[config.mk]
export PLATFORM = sky130hd
export DESIGN_NAME = threshold_interrupt_config
export DESIGN_NICKNAME = d
export VERILOG_FILES = /design/src/pkg/limit_irq_pkg.sv /design/src/verilog/threshold_interrupt_config.sv /design/src/verilog/limit_compare.sv /design/src/verilog/irq_pulse_timer.sv
export VERILOG_INCLUDE_DIRS = /design/src /design/src/pkg
export SDC_FILE = /design/constraint.sdc
export NUM_CORES = 1
export LEC_CHECK = 0
export BUFFER_PORTS_ARGS = -buffer_cell sky130_fd_sc_hd__buf_2
export CAP_MARGIN = 10
export CELL_PAD_IN_SITES_DETAIL_PLACEMENT = 1
export CELL_PAD_IN_SITES_GLOBAL_PLACEMENT = 2
export CORE_MARGIN = 8
export CORE_UTILIZATION = 40
export CTS_BUF_LIST = sky130_fd_sc_hd__clkbuf_4 sky130_fd_sc_hd__clkbuf_8
export DETAILED_ROUTE_END_ITERATION = 16
export PLACE_DENSITY = 0.85
export SYNTH_ARGS = -nofsm -noshare
export SYNTH_HDL_FRONTEND = slang
export SYNTH_HIERARCHICAL = 1
export SYNTH_SLANG_ARGS = --single-unit
[constraint.sdc]
create_clock -name clk -period 5.6 [get_ports clk]
set_clock_uncertainty 0.1 [all_clocks]
set_input_delay 0.28 -clock clk [delete_from_list [all_inputs] [get_ports clk]]
set_output_delay 0.28 -clock clk [all_outputs]
set_load 0.03 [all_outputs]
[src/pkg/limit_irq_cfg.svh]
// Purpose: constants for the limit check and interrupt signalling block
// Assumes: 40 MHz system clock, two-wire register port
// Notes: offsets are the register pointer values seen on the bus
//
// Summary of operation
// - X limit is signed 8-bit code
// - Y limit is signed 8-bit code
// - Z limit is signed 8-bit code
// - X/Y step is range/128, doubles with range
// - Z step is range/128, doubles with range
// - Zero X/Y code disables that comparison
// - Zero Z code disables that comparison
// - Temperature code bits 7:1, 8 C steps
// - Zero temperature code disables temperature check
// - Bit 0 enables temperature channel acquisition
// - Bit 7 enables interrupt on conversion complete
// - Bit 6 enables interrupt on limit crossing
// - Bit 5 chooses latched or 10 us pulse
// - Bits 4:2 choose route: none, pin, SCL
// - Bus-aware routes wait for a free bus
// - Pin mask ignores pin for wake, trigger
// - Limit interrupt after one or four crossings
// - Direction select: above or below limit
// - Pin edge starts conversion when selected
`ifndef LIMIT_IRQ_CFG_SVH
`define LIMIT_IRQ_CFG_SVH

// Register pointer values
`define OFS_X_LIMIT 8'h04
`define OFS_Y_LIMIT 8'h05
`define OFS_Z_LIMIT 8'h06
`define OFS_TEMP_LIMIT 8'h07
`define OFS_IRQ_SETUP 8'h08
`define REG_RESET 8'h00

// Bus address of this device
`define DEV_ADDR 7'h22

// Field positions: reserved bit of the setup register, channel enable bit of the temperature limit register
`define SETUP_RSVD_BIT 1
`define TEMP_EN_BIT 0

// Route encodings
`define ROUTE_NONE 3'h0
`define ROUTE_PIN 3'h1
`define ROUTE_PIN_AWARE 3'h2
`define ROUTE_SCL 3'h3
`define ROUTE_SCL_AWARE 3'h4

// Timing
`define CLK_PERIOD_NS 25
`define IRQ_PULSE_US 10
`define IRQ_PULSE_CYC ((`IRQ_PULSE_US * 1000) / `CLK_PERIOD_NS)
`define IRQ_PULSE_W 9

// Crossing count for the four-crossing setting, minus one
`define CROSS_LAST 2'h3

// Temperature code scaling, anchored at code 1A = -41 C
`define TEMP_STEP_DEG 8
`define TEMP_ANCHOR_CODE 26
`define TEMP_ANCHOR_DEG (-41)
`define TEMP_OFFSET_DEG ((`TEMP_ANCHOR_CODE * `TEMP_STEP_DEG) - `TEMP_ANCHOR_DEG)

`endif

[src/pkg/limit_irq_pkg.sv]
// Purpose: shared types of the limit check and interrupt block
// Assumes: constants live in limit_irq_cfg.svh
// Notes: none
package limit_irq_pkg;
  // Interrupt setup register layout, bit 7 first
  typedef struct packed {
    logic result_en;
    logic limit_en;
    logic pulse_sel;
    logic [2:0] route;
    logic rsvd;
    logic pin_mask;
  } irq_setup_t;

  // Results from the conversion core: X, Y, Z then temperature in C
  typedef struct packed {
    logic [2:0][15:0] axis;
    logic [15:0] temp;
  } conv_result_t;

  // Configuration bits held outside this block
  typedef struct packed {
    logic planar_range;
    logic vertical_range;
    logic crossing_four;
    logic below_limit;
    logic pin_trigger;
  } sensor_mode_t;

  // Two-wire slave states
  typedef enum logic [2:0] {
    ST_IDLE, ST_ADDR, ST_ACK, ST_WRITE, ST_READ, ST_RACK
  } bus_state_t;
endpackage

[src/verilog/threshold_interrupt_config.sv]
// Purpose: limit registers, limit checks and interrupt signalling
// Assumes: results and conv_done come from logic on clk
// Notes: registers reached over the two-wire slave port
`timescale 1ns/1ps
`default_nettype none
module threshold_interrupt_config
  import limit_irq_pkg::*;
(
  input wire logic clk,
  input wire logic rstn,
  input wire logic scl_in,
  output logic scl_out,
  output logic scl_oe_n,
  input wire logic sda_in,
  output logic sda_out,
  output logic sda_oe_n,
  input wire logic int_in,
  output logic int_out,
  output logic int_oe_n,
  input wire conv_result_t conv_result,
  input wire logic conv_done,
  input wire sensor_mode_t sensor_mode,
  output logic temp_channel_enable,
  output logic conv_trigger,
  output logic wake_request
);
  `include "limit_irq_cfg.svh"

  // Pin synchronisers; bit 0 feeds only bit 1
  logic [1:0] scl_sync_reg;
  logic [1:0] sda_sync_reg;
  logic [1:0] int_sync_reg;
  // Delayed copies for edge detection
  logic scl_d_reg;
  logic sda_d_reg;
  logic int_d_reg;
  // Detected bus events
  logic scl_rise;
  logic scl_fall;
  logic start_det;
  logic stop_det;

  // Slave state
  bus_state_t state_reg;
  logic [3:0] bit_cnt_reg;
  logic [7:0] shift_reg;
  logic [7:0] ptr_reg;
  logic first_reg;
  logic rw_reg;
  logic nack_reg;
  logic busy_reg;
  logic addressed_reg;
  logic wr_en_reg;
  logic [7:0] wr_addr_reg;
  logic [7:0] wr_data_reg;
  logic [7:0] rd_data;

  // Register file
  logic [7:0] x_limit_reg;
  logic [7:0] y_limit_reg;
  logic [7:0] z_limit_reg;
  logic [7:0] temp_limit_reg;
  irq_setup_t setup_reg;

  // Limit check results
  logic [7:0] axis_code [3];
  logic [2:0] axis_range;
  logic [2:0] axis_hit;
  logic [6:0] temp_code;
  logic [15:0] temp_thr;
  logic temp_hit;
  logic any_hit;

  // Interrupt state
  logic [1:0] cross_cnt_reg;
  logic limit_event;
  logic set_pend;
  logic pend_reg;
  logic route_ok;
  logic bus_aware;
  logic allowed;
  logic pulse_start;
  logic pulse_busy;
  logic irq_on;
  logic int_fall;
  logic scl_out_reg;
  logic sda_out_reg;
  logic int_out_reg;
  logic scl_oe_n_reg;
  logic sda_oe_n_reg;
  logic int_oe_n_reg;
  logic conv_trigger_reg;
  logic wake_request_reg;

  // Two-stage sync of every pin, plus one delay stage for edges
  always_ff @(posedge clk) begin
    if (!rstn) begin
      scl_sync_reg <= 2'h3;
      sda_sync_reg <= 2'h3;
      int_sync_reg <= 2'h3;
      scl_d_reg <= 1'b1;
      sda_d_reg <= 1'b1;
      int_d_reg <= 1'b1;
    end else begin
      scl_sync_reg <= {scl_sync_reg[0], scl_in};
      sda_sync_reg <= {sda_sync_reg[0], sda_in};
      int_sync_reg <= {int_sync_reg[0], int_in};
      scl_d_reg <= scl_sync_reg[1];
      sda_d_reg <= sda_sync_reg[1];
      int_d_reg <= int_sync_reg[1];
    end
  end

  // Edges and start/stop conditions, all from the second stage on
  assign scl_rise = scl_sync_reg[1] & ~scl_d_reg;
  assign scl_fall = ~scl_sync_reg[1] & scl_d_reg;
  assign start_det = scl_sync_reg[1] & scl_d_reg & sda_d_reg & ~sda_sync_reg[1];
  assign stop_det = scl_sync_reg[1] & scl_d_reg & ~sda_d_reg & sda_sync_reg[1];

  // Read mux; unmapped pointers read zero
  always_comb begin
    case (ptr_reg)
      `OFS_X_LIMIT: rd_data = x_limit_reg;
      `OFS_Y_LIMIT: rd_data = y_limit_reg;
      `OFS_Z_LIMIT: rd_data = z_limit_reg;
      `OFS_TEMP_LIMIT: rd_data = temp_limit_reg;
      `OFS_IRQ_SETUP: rd_data = setup_reg;
      default: rd_data = 8'h00;
    endcase
  end

  // Two-wire slave: address, pointer byte, then auto-incrementing data
  always_ff @(posedge clk) begin
    if (!rstn) begin
      state_reg <= ST_IDLE;
      bit_cnt_reg <= 4'h0;
      shift_reg <= 8'h00;
      ptr_reg <= 8'h00;
      first_reg <= 1'b0;
      rw_reg <= 1'b0;
      nack_reg <= 1'b0;
      busy_reg <= 1'b0;
      addressed_reg <= 1'b0;
      wr_en_reg <= 1'b0;
      wr_addr_reg <= 8'h00;
      wr_data_reg <= 8'h00;
    end else begin
      addressed_reg <= 1'b0;
      wr_en_reg <= 1'b0;
      if (start_det) begin
        // Start or repeated start: bus busy until stop
        state_reg <= ST_ADDR;
        bit_cnt_reg <= 4'h0;
        first_reg <= 1'b1;
        busy_reg <= 1'b1;
      end else if (stop_det) begin
        state_reg <= ST_IDLE;
        busy_reg <= 1'b0;
      end else begin
        case (state_reg)
          ST_ADDR: begin
            if (scl_rise) begin
              shift_reg <= {shift_reg[6:0], sda_sync_reg[1]};
              bit_cnt_reg <= bit_cnt_reg + 4'h1;
            end else if (scl_fall && bit_cnt_reg == 4'h8) begin
              // Foreign address: sit out until the next start or stop
              if (shift_reg[7:1] == `DEV_ADDR) begin
                state_reg <= ST_ACK;
                rw_reg <= shift_reg[0];
                addressed_reg <= 1'b1;
              end else begin
                state_reg <= ST_IDLE;
              end
            end
          end
          ST_ACK: begin
            if (scl_rise) begin
              bit_cnt_reg <= bit_cnt_reg + 4'h1;
            end else if (scl_fall && bit_cnt_reg == 4'h9) begin
              bit_cnt_reg <= 4'h0;
              if (rw_reg) begin
                shift_reg <= rd_data;
                ptr_reg <= ptr_reg + 8'h01;
                state_reg <= ST_READ;
              end else begin
                state_reg <= ST_WRITE;
              end
            end
          end
          ST_WRITE: begin
            if (scl_rise) begin
              shift_reg <= {shift_reg[6:0], sda_sync_reg[1]};
              bit_cnt_reg <= bit_cnt_reg + 4'h1;
            end else if (scl_fall && bit_cnt_reg == 4'h8) begin
              // First byte sets the pointer, later bytes are data
              if (first_reg) begin
                ptr_reg <= shift_reg;
                first_reg <= 1'b0;
              end else begin
                wr_en_reg <= 1'b1;
                wr_addr_reg <= ptr_reg;
                wr_data_reg <= shift_reg;
                ptr_reg <= ptr_reg + 8'h01;
              end
              state_reg <= ST_ACK;
            end
          end
          ST_READ: begin
            if (scl_rise) begin
              bit_cnt_reg <= bit_cnt_reg + 4'h1;
            end else if (scl_fall) begin
              if (bit_cnt_reg == 4'h8) begin
                state_reg <= ST_RACK;
              end else begin
                shift_reg <= {shift_reg[6:0], 1'b0};
              end
            end
          end
          ST_RACK: begin
            if (scl_rise) begin
              bit_cnt_reg <= bit_cnt_reg + 4'h1;
              nack_reg <= sda_sync_reg[1];
            end else if (scl_fall && bit_cnt_reg == 4'h9) begin
              // Controller nack ends the read
              if (nack_reg) begin
                state_reg <= ST_IDLE;
              end else begin
                bit_cnt_reg <= 4'h0;
                shift_reg <= rd_data;
                ptr_reg <= ptr_reg + 8'h01;
                state_reg <= ST_READ;
              end
            end
          end
          default: begin
            state_reg <= ST_IDLE;
          end
        endcase
      end
    end
  end

  // Register writes; the reserved setup bit always reads zero
  always_ff @(posedge clk) begin
    if (!rstn) begin
      x_limit_reg <= `REG_RESET;
      y_limit_reg <= `REG_RESET;
      z_limit_reg <= `REG_RESET;
      temp_limit_reg <= `REG_RESET;
      setup_reg <= `REG_RESET;
    end else if (wr_en_reg) begin
      case (wr_addr_reg)
        `OFS_X_LIMIT: x_limit_reg <= wr_data_reg;
        `OFS_Y_LIMIT: y_limit_reg <= wr_data_reg;
        `OFS_Z_LIMIT: z_limit_reg <= wr_data_reg;
        `OFS_TEMP_LIMIT: temp_limit_reg <= wr_data_reg;
        `OFS_IRQ_SETUP: begin
          setup_reg <= wr_data_reg;
          setup_reg.rsvd <= 1'b0;
        end
        default: begin
        end
      endcase
    end
  end

  // Channel enable straight from its register bit
  assign temp_channel_enable = temp_limit_reg[`TEMP_EN_BIT];

  // Per-axis comparison; X and Y share the planar range
  assign axis_code[0] = x_limit_reg;
  assign axis_code[1] = y_limit_reg;
  assign axis_code[2] = z_limit_reg;
  assign axis_range = {sensor_mode.vertical_range, {2{sensor_mode.planar_range}}};
  for (genvar i = 0; i < 3; i++) begin : g_axis
    limit_compare i_limit_compare (
      .limit_code(axis_code[i]),
      .range_sel(axis_range[i]),
      .below_sel(sensor_mode.below_limit),
      .result(conv_result.axis[i]),
      .crossed(axis_hit[i])
    );
  end

  // Temperature check only above the limit and only with the channel on
  assign temp_code = temp_limit_reg[7:1];
  assign temp_thr = 16'({9'h000, temp_code} * 16'(`TEMP_STEP_DEG)) - 16'(`TEMP_OFFSET_DEG);
  assign temp_hit = temp_channel_enable && (|temp_code) &&
                    ($signed(conv_result.temp) > $signed(temp_thr));
  assign any_hit = (|axis_hit) | temp_hit;

  // Crossing counter: one or four crossings per limit event
  assign limit_event = conv_done && any_hit &&
                       (!sensor_mode.crossing_four || cross_cnt_reg == `CROSS_LAST);
  always_ff @(posedge clk) begin
    if (!rstn) begin
      cross_cnt_reg <= 2'h0;
    end else if (conv_done && any_hit) begin
      cross_cnt_reg <= limit_event ? 2'h0 : cross_cnt_reg + 2'h1;
    end
  end

  // Route decode; reserved codes behave as no interrupt
  assign route_ok = (setup_reg.route != `ROUTE_NONE) && (setup_reg.route <= `ROUTE_SCL_AWARE);
  assign bus_aware = (setup_reg.route == `ROUTE_PIN_AWARE) ||
                     (setup_reg.route == `ROUTE_SCL_AWARE);
  assign allowed = route_ok && !(bus_aware && busy_reg);

  // Event sources gated by their enables
  assign set_pend = (conv_done && setup_reg.result_en) ||
                    (limit_event && setup_reg.limit_en);
  assign pulse_start = setup_reg.pulse_sel && pend_reg && allowed && !pulse_busy;

  // Pending flag; a new event beats the clear in the same cycle
  always_ff @(posedge clk) begin
    if (!rstn) begin
      pend_reg <= 1'b0;
    end else if (set_pend) begin
      pend_reg <= 1'b1;
    end else if (setup_reg.pulse_sel ? pulse_start : addressed_reg) begin
      pend_reg <= 1'b0;
    end
  end

  // Pulse timer for the pulsed setting
  irq_pulse_timer i_irq_pulse_timer (
    .clk(clk),
    .rstn(rstn),
    .start(pulse_start),
    .busy(pulse_busy)
  );

  assign irq_on = allowed && (setup_reg.pulse_sel ? pulse_busy : pend_reg);
  // Own drive excluded, or an asserted interrupt would retrigger us
  assign int_fall = int_d_reg & ~int_sync_reg[1] & int_oe_n_reg;

  // Registered pin drivers; all open drain, low when enabled
  always_ff @(posedge clk) begin
    if (!rstn) begin
      scl_out_reg <= 1'b0;
      sda_out_reg <= 1'b0;
      int_out_reg <= 1'b0;
      scl_oe_n_reg <= 1'b1;
      sda_oe_n_reg <= 1'b1;
      int_oe_n_reg <= 1'b1;
    end else begin
      scl_out_reg <= 1'b0;
      sda_out_reg <= 1'b0;
      int_out_reg <= 1'b0;
      sda_oe_n_reg <= !((state_reg == ST_ACK) || (state_reg == ST_READ && !shift_reg[7]));
      int_oe_n_reg <= !(irq_on && (setup_reg.route == `ROUTE_PIN ||
                                   setup_reg.route == `ROUTE_PIN_AWARE));
      scl_oe_n_reg <= !(irq_on && (setup_reg.route == `ROUTE_SCL ||
                                   setup_reg.route == `ROUTE_SCL_AWARE));
    end
  end

  // Pin falling edge: wake and optional conversion start unless masked
  always_ff @(posedge clk) begin
    if (!rstn) begin
      conv_trigger_reg <= 1'b0;
      wake_request_reg <= 1'b0;
    end else begin
      conv_trigger_reg <= int_fall && !setup_reg.pin_mask && sensor_mode.pin_trigger;
      wake_request_reg <= int_fall && !setup_reg.pin_mask;
    end
  end

  assign scl_out = scl_out_reg;
  assign sda_out = sda_out_reg;
  assign int_out = int_out_reg;
  assign scl_oe_n = scl_oe_n_reg;
  assign sda_oe_n = sda_oe_n_reg;
  assign int_oe_n = int_oe_n_reg;
  assign conv_trigger = conv_trigger_reg;
  assign wake_request = wake_request_reg;

  // Helper: length of the current pulse
  logic [`IRQ_PULSE_W:0] pulse_len_reg;
  always_ff @(posedge clk) begin
    if (!rstn) begin
      pulse_len_reg <= '0;
    end else begin
      pulse_len_reg <= pulse_busy ? pulse_len_reg + 1'b1 : '0;
    end
  end
endmodule
`default_nettype wire

[src/verilog/limit_compare.sv]
// Purpose: one axis limit comparison
// Assumes: result is signed, full scale spans the selected range
// Notes: combinational
`timescale 1ns/1ps
`default_nettype none
module limit_compare
  import limit_irq_pkg::*;
(
  input wire logic [7:0] limit_code,
  input wire logic range_sel,
  input wire logic below_sel,
  input wire logic [15:0] result,
  output logic crossed
);
  // Field and limit in a common unit: range doubling scales both
  logic signed [17:0] field;
  logic signed [17:0] limit;

  // Field scaled by the range setting
  assign field = range_sel ? {result[15], result, 1'b0} : {{2{result[15]}}, result};
  // Code step is 1/128 of full scale, twice as heavy on the wide range
  assign limit = range_sel ? {limit_code[7], limit_code, 9'h000} :
                 {{2{limit_code[7]}}, limit_code, 8'h00};

  // Zero code means no comparison at all; direction picks above or below
  assign crossed = (|limit_code) &&
                   (below_sel ? (field < limit) : (field > limit));
endmodule
`default_nettype wire

[src/verilog/irq_pulse_timer.sv]
// Purpose: fixed-length interrupt pulse
// Assumes: start is ignored while a pulse runs
// Notes: length set by IRQ_PULSE_CYC
`timescale 1ns/1ps
`default_nettype none
module irq_pulse_timer
  import limit_irq_pkg::*;
(
  input wire logic clk,
  input wire logic rstn,
  input wire logic start,
  output logic busy
);
  `include "limit_irq_cfg.svh"
  // Remaining pulse cycles
  logic [`IRQ_PULSE_W-1:0] cnt_reg;

  // Load on start, count down to zero
  always_ff @(posedge clk) begin
    if (!rstn) begin
      cnt_reg <= '0;
    end else if (start && cnt_reg == '0) begin
      cnt_reg <= `IRQ_PULSE_W'(`IRQ_PULSE_CYC);
    end else if (cnt_reg != '0) begin
      cnt_reg <= cnt_reg - `IRQ_PULSE_W'(1);
    end
  end

  assign busy = (cnt_reg != '0);
endmodule
`default_nettype wire

---- After elaboration in Yosys (flattened, before gate mapping) ----
Index checks and enable logic that the tools add are counted.
word-level totals
  word-level logic and storage cells ...... 274
  output and inout port bits .............. 9
  register bits after elaboration ......... 110
  input bits .............................. 75
cells by class
  bitwise logic cells ..................... 23
  reduce and logical (&&, ||, !) cells .... 75
  muxes and demuxes ....................... 71
  add/sub/neg operators ................... 5
  equal/unequal tests ..................... 55
  $lt $le $gt $ge ......................... 8
operators by type and width
  kind                                                                    number
  8-bit two-way mux                                                       19
  16-bit two-way mux                                                      6
  8-bit by 3-bit equality test with 1-bit output (second input constant)  8
  17-bit > comparator                                                     3
  17-bit less-than comparator                                             3
  4-bit inequality test (second input constant)                           11
  8-bit case mux with 5 select lines                                      1
  3-bit two-way mux                                                       13
  11-bit AND reduction                                                    3
  8-bit case mux with 4 select lines                                      1
  2-bit inequality test (second input constant)                           15
  1-bit logical AND                                                       24
  4-bit two-way mux                                                       6
  8-bit case mux with 3 select lines                                      1
  8-bit OR reduction                                                      3
  1-bit two-way mux                                                       18
  9-bit two-way mux                                                       2
  6-bit AND reduction                                                     3
  8-bit by 4-bit equality test with 1-bit output (second input constant)  2
  16-bit by 11-bit > comparator with 1-bit output                         1
  3-bit case mux with 5 select lines                                      1
  1-bit NOT                                                               13
  13-bit AND reduction                                                    1
  3-bit by 2-bit equality test with 1-bit output (second input constant)  4
  other kinds (30)                                                        75

---- Longest topological paths before layout ----
  depth after elaboration ................. 11
  gate-level depth with buffers ........... 13
  depth with buffers taken out ............ 11

---- By module ----
Netlist, hierarchy kept.
modules (own cells, without submodules)
  module                                          cells an instance  sequential area each (um^2)  instances  area an instance (um^2)
  threshold_interrupt_config                      591                2021.9                       1          5261.3
  limit_compare at g_axis[0].i_limit_compare ...  54                 0.0                          2          484.2
  irq_pulse_timer                                 57                 180.2                        1          488.0
  limit_compare at g_axis[1].i_limit_compare      55                 0.0                          1          474.2

---- Worst setup path after synthesis ----
No wires, ideal clock.
  path type ............................... input to register
  from .................................... input port sensor_mode[4] in the netlist's numbering
  to ...................................... register pend_reg
  data arrival time ....................... 3008 ps
  path buffers ............................ 2
  stages .................................. 13
  setup time .............................. 117 ps
  data required time ...................... 5383 ps
  setup slack ............................. 2375 ps
  cell sequence ........................... clkbuf_8 > buf_2 > mux2_2 > ha_1 > nand4_1 > a2111oi_2 > a2111oi_1 > o21ai_1 > nand2_1 > o31ai_1 > o2111ai_1 > o31a_1 > a22o_1
between the ends
  word-level cells in the longest chain between the ends .. 11
  elaborated cells between the ends (all ways) .. 20
  those cells by class .................... 4 x order compare; 7 x mux; 1 x bitwise; 8 x reduce/logical
ends and longest elaborated chain
  item                                                                RTL line                                  source
  start, declared                                                     threshold_interrupt_config.sv:22          input wire sensor_mode_t sensor_mode,
  16-bit two-way mux (on tied branches)                               limit_compare.sv:20, limit_compare.sv:22
  17-bit > comparator or 17-bit less-than comparator (tied branches)  limit_compare.sv:27                       (below_sel ? (field < limit) : (field > limit));
  1-bit two-way mux (*)                                               limit_compare.sv:27
  1-bit logical AND (*)                                               limit_compare.sv:26                       assign crossed = (|limit_code) &&
  via axis_hit[1]                                                     threshold_interrupt_config.sv:68          logic [2:0] axis_hit;
  3-bit OR reduction (*)                                              threshold_interrupt_config.sv:290         assign any_hit = (|axis_hit) | temp_hit;
  1-bit bitwise OR (*)                                                threshold_interrupt_config.sv:290
  1-bit logical AND (*) (2 in series)                                 threshold_interrupt_config.sv:293         assign limit_event = conv_done && any_hit &&
  1-bit logical AND (*)                                               threshold_interrupt_config.sv:311         (limit_event && setup_reg.limit_en);
  1-bit logical OR (*)                                                threshold_interrupt_config.sv:310         assign set_pend = (conv_done && setup_reg.result_en) ||
  1-bit two-way mux or 2-bit nonzero test (tied branches)             n/a
  end signal, assigned                                                threshold_interrupt_config.sv:317         pend_reg <= 1'b0;
  end signal, assigned                                                threshold_interrupt_config.sv:319         pend_reg <= 1'b1;
  end signal, assigned                                                threshold_interrupt_config.sv:321         pend_reg <= 1'b0;
  end, declared                                                       threshold_interrupt_config.sv:78          logic pend_reg;
The timed path passes the listed nets; every way through them passes the cells marked *.
A chain may end at the register's enable or synchronous reset.

---- Worst setup path in the final report ----
Ends and elaborated chain as after synthesis.

==> results.toml <==
[global_route]
grt_pass1_wl_microns = 33300
overflow = 0
grt_max_degree = 77
antenna_found_initial = 0
grt.total_usage_pct = 18.2
grt_pass1_vias = 6620

[cts]
clkLatencyLatePin_ns = 0.40
cts_root_buf = "clkbuf_8"
cts_max_level = 3
clkTransAtPathRegs_ns = 0.11
clockBufferDepth = 2
cts_made_buffers = 9
clkSinkCount = 110
cts_tree = "built"

[timing]
max_freq_mhz = 281
hold_viol = 0
post-route-min-period_ns = 3.56
finalCritPeriodShare_pct = 63.6
tightest_slew_ns = 1.11
setup_viol = 0
fin_setup_tns_ns = 0
maxSlewViolCount = 0
rsz0062_at_grt = "no"
relSlewSlack_pct = 25.5

[worst_setup_path]
crit_path_end_kind = "register"
worstPathArrival_ns = 3.77
worstSetupPathType = "in2reg"
cp.required_ns = 5.81
start_kind = "input port"
path_max_fanout = 34

[synthesis]
ys_async_sr_fraction_pct = 0
syn_inst = 811
yosysMostFrequentCell = "dfxtp_1"
synth_flop_cell = "dfxtp_1"
synth_top_area_share_pct = 30.6
synth_largest_area_cell = "dfxtp_1"
synth.distinct_cells = 85
synth_edf_count = 0
ys_seq_area_share_pct = 30.6
synthTopCellsByArea = "dfxtp_1 31%, mux2i_1 12%, ha_1 9.0%, nor2_1 4.3%, a21oi_1 2.8%"
synth_common_cells = "110 x dfxtp_1, 85 x mux2i_1, 83 x nor2_1"
syn_area_sq_um = 7190
synth_seq_cells = 110
ys_warn_count = 6
avgSynthCellArea_sq_um = 8.87

[pwr]
ir_drop_mv = 0.173
p_total_w = 0.00168
power_density_nw_per_um2 = 212
p_leak_nw = 2.97

[status]
status = "complete, no violations"

[flow_run]
cap_violations = 0

[finish]
fin_area_sq_um = 7920
largest_reg_flops = 9
num_antenna_cells = 0
drive_above_1_share_pct = 17.5
seq_area_sq_um = 2200
multiInputGateArea_sq_um = 4620
area_growth_pct = 10.1
fin_util_pct = 44.5
layoutNonFillerInstCount = 1100
fillers = 2154
finalNetCount = 993

[route]
num_vias = 6392
antenna_left = 0
drt-initial-drc-count = 353
drtPass1Iterations = 5
totalWireLength_microns = 20500
viasPerCell = 5.81
wire_per_inst_microns = 18.6
drcViolationCount = 0

[placed_design]
post_dp_cell_area_sq_um = 7680
placed_cells = 1079
portBuffers = 80
gp_congestion = 0.850
post-dp-hpwl_microns = 15600

[floorplanning]
core_area_sq_um = 17800
start_util_pct = 40.5
row_count = 49
io_pins = 84
die_area_sq_um = 22500
fp.dieH_microns = 150
die_w_microns = 150

[min_path]
hp-class = "in2reg"
## layout make-up
cell class	count	area share, %
well taps	229	3.62
repair buffers	87	5.82
clock inverters	7	0.806
inverters	43	2.04
flip-flops and latches	110	27.8
multi-input cells	615	58.3
clock buffers	9	1.56
## routing by layer
metal  routed length, microns  global-route usage (%)  vias to the layer above  share of wire [%]
met5                        0                       0                        -                  0
met4                      403                    5.55                        0                2.0
met3                      932                    3.40                       28                4.5
met2                    10000                    32.3                      123                 49
met1                     9130                    22.0                     3140                 44
li1                         -                       -                     3101                  -
## cells in the final DEF (no fill, tap or decap), types with 10 or more instances in the layout
master and instances:
ha_1 52, inv_1 41, mux2i_1 85, buf_2 81
a311oi_1 10, nand2_1 36, nand2b_1 15, mux2_1 15
nor2_1 83, nor3_1 19, nand3_1 11, nor2b_1 15
nand4_1 10, dfxtp_1 110, nor4_1 13, o21ai_0 23
a21oi_1 40
## what timing repair did
item / 4_1_cts / 5_1_grt
hold buffers: 4 / 0
setup buffers: 0 / 0
gates resized for setup: 0 / 0
endpoints found under the hold margin: 4 / 0
## worst max-delay path: stages
cell	delay, ns
buf_2	0.63
mux2_2	0.42
ha_1	0.30
nand4_1	0.15
a2111oi_2	0.37
a2111oi_1	0.14
o21ai_1	0.15
nand2_1	0.06
o31ai_1	0.49
o2111ai_1	0.19
o31a_1	0.37
a22o_1	0.21
## where the power goes
part           leakage, nW  internal (W)  switching (W)
logic                 1.99      0.000156       0.000183
clock network       0.0903      0.000172       0.000308
registers            0.891      0.000817      0.0000413
## path summary, 6_finish.rpt
check                                                 start                       endpoint  slack (ns)  cells after the start
worst min-delay path                         sensor_mode[2]  cross_cnt_reg[0]$_SDFFE_PN0P_        0.22                      4
worst max register to register  y_limit_reg[0]$_SDFFE_PN0P_          pend_reg$_SDFFE_PN0P_        2.30                     11
worst max-delay path                         sensor_mode[4]          pend_reg$_SDFFE_PN0P_        2.04                     12
worst min register to register   sda_sync_reg[0]$_SDFF_PN1_     sda_sync_reg[1]$_SDFF_PN1_        0.31                      1
## kinds of logic after synthesis
| kind of cell | after synthesis | share of synthesized area (%) |
|---|---|---|
| AO/OA/AOI/OAI | 173 | 17.6 |
| XOR/XNOR | 2 | 0.244 |
| adder cells (fa/ha/maj) | 52 | 9.05 |
| buffers and inverters | 88 | 5.29 |
| flip-flops | 110 | 30.6 |
| multiplexers | 108 | 15.4 |
| other | 1 | 0.0521 |
| AND/OR/NAND/NOR | 277 | 21.7 |
## metrics by stage
stage / worst slack (ns) / hold slack, ns
2_1_floorplan: 2.38 / 0.276
3_3_place_gp: 1.72 / 0.292
3_5_place_dp: 1.59 / 0.301
4_1_cts: 2.04 / 0.197
5_1_grt: 1.85 / 0.215
6_report: 2.04 / 0.216
(Power assumes the default switching activity.)
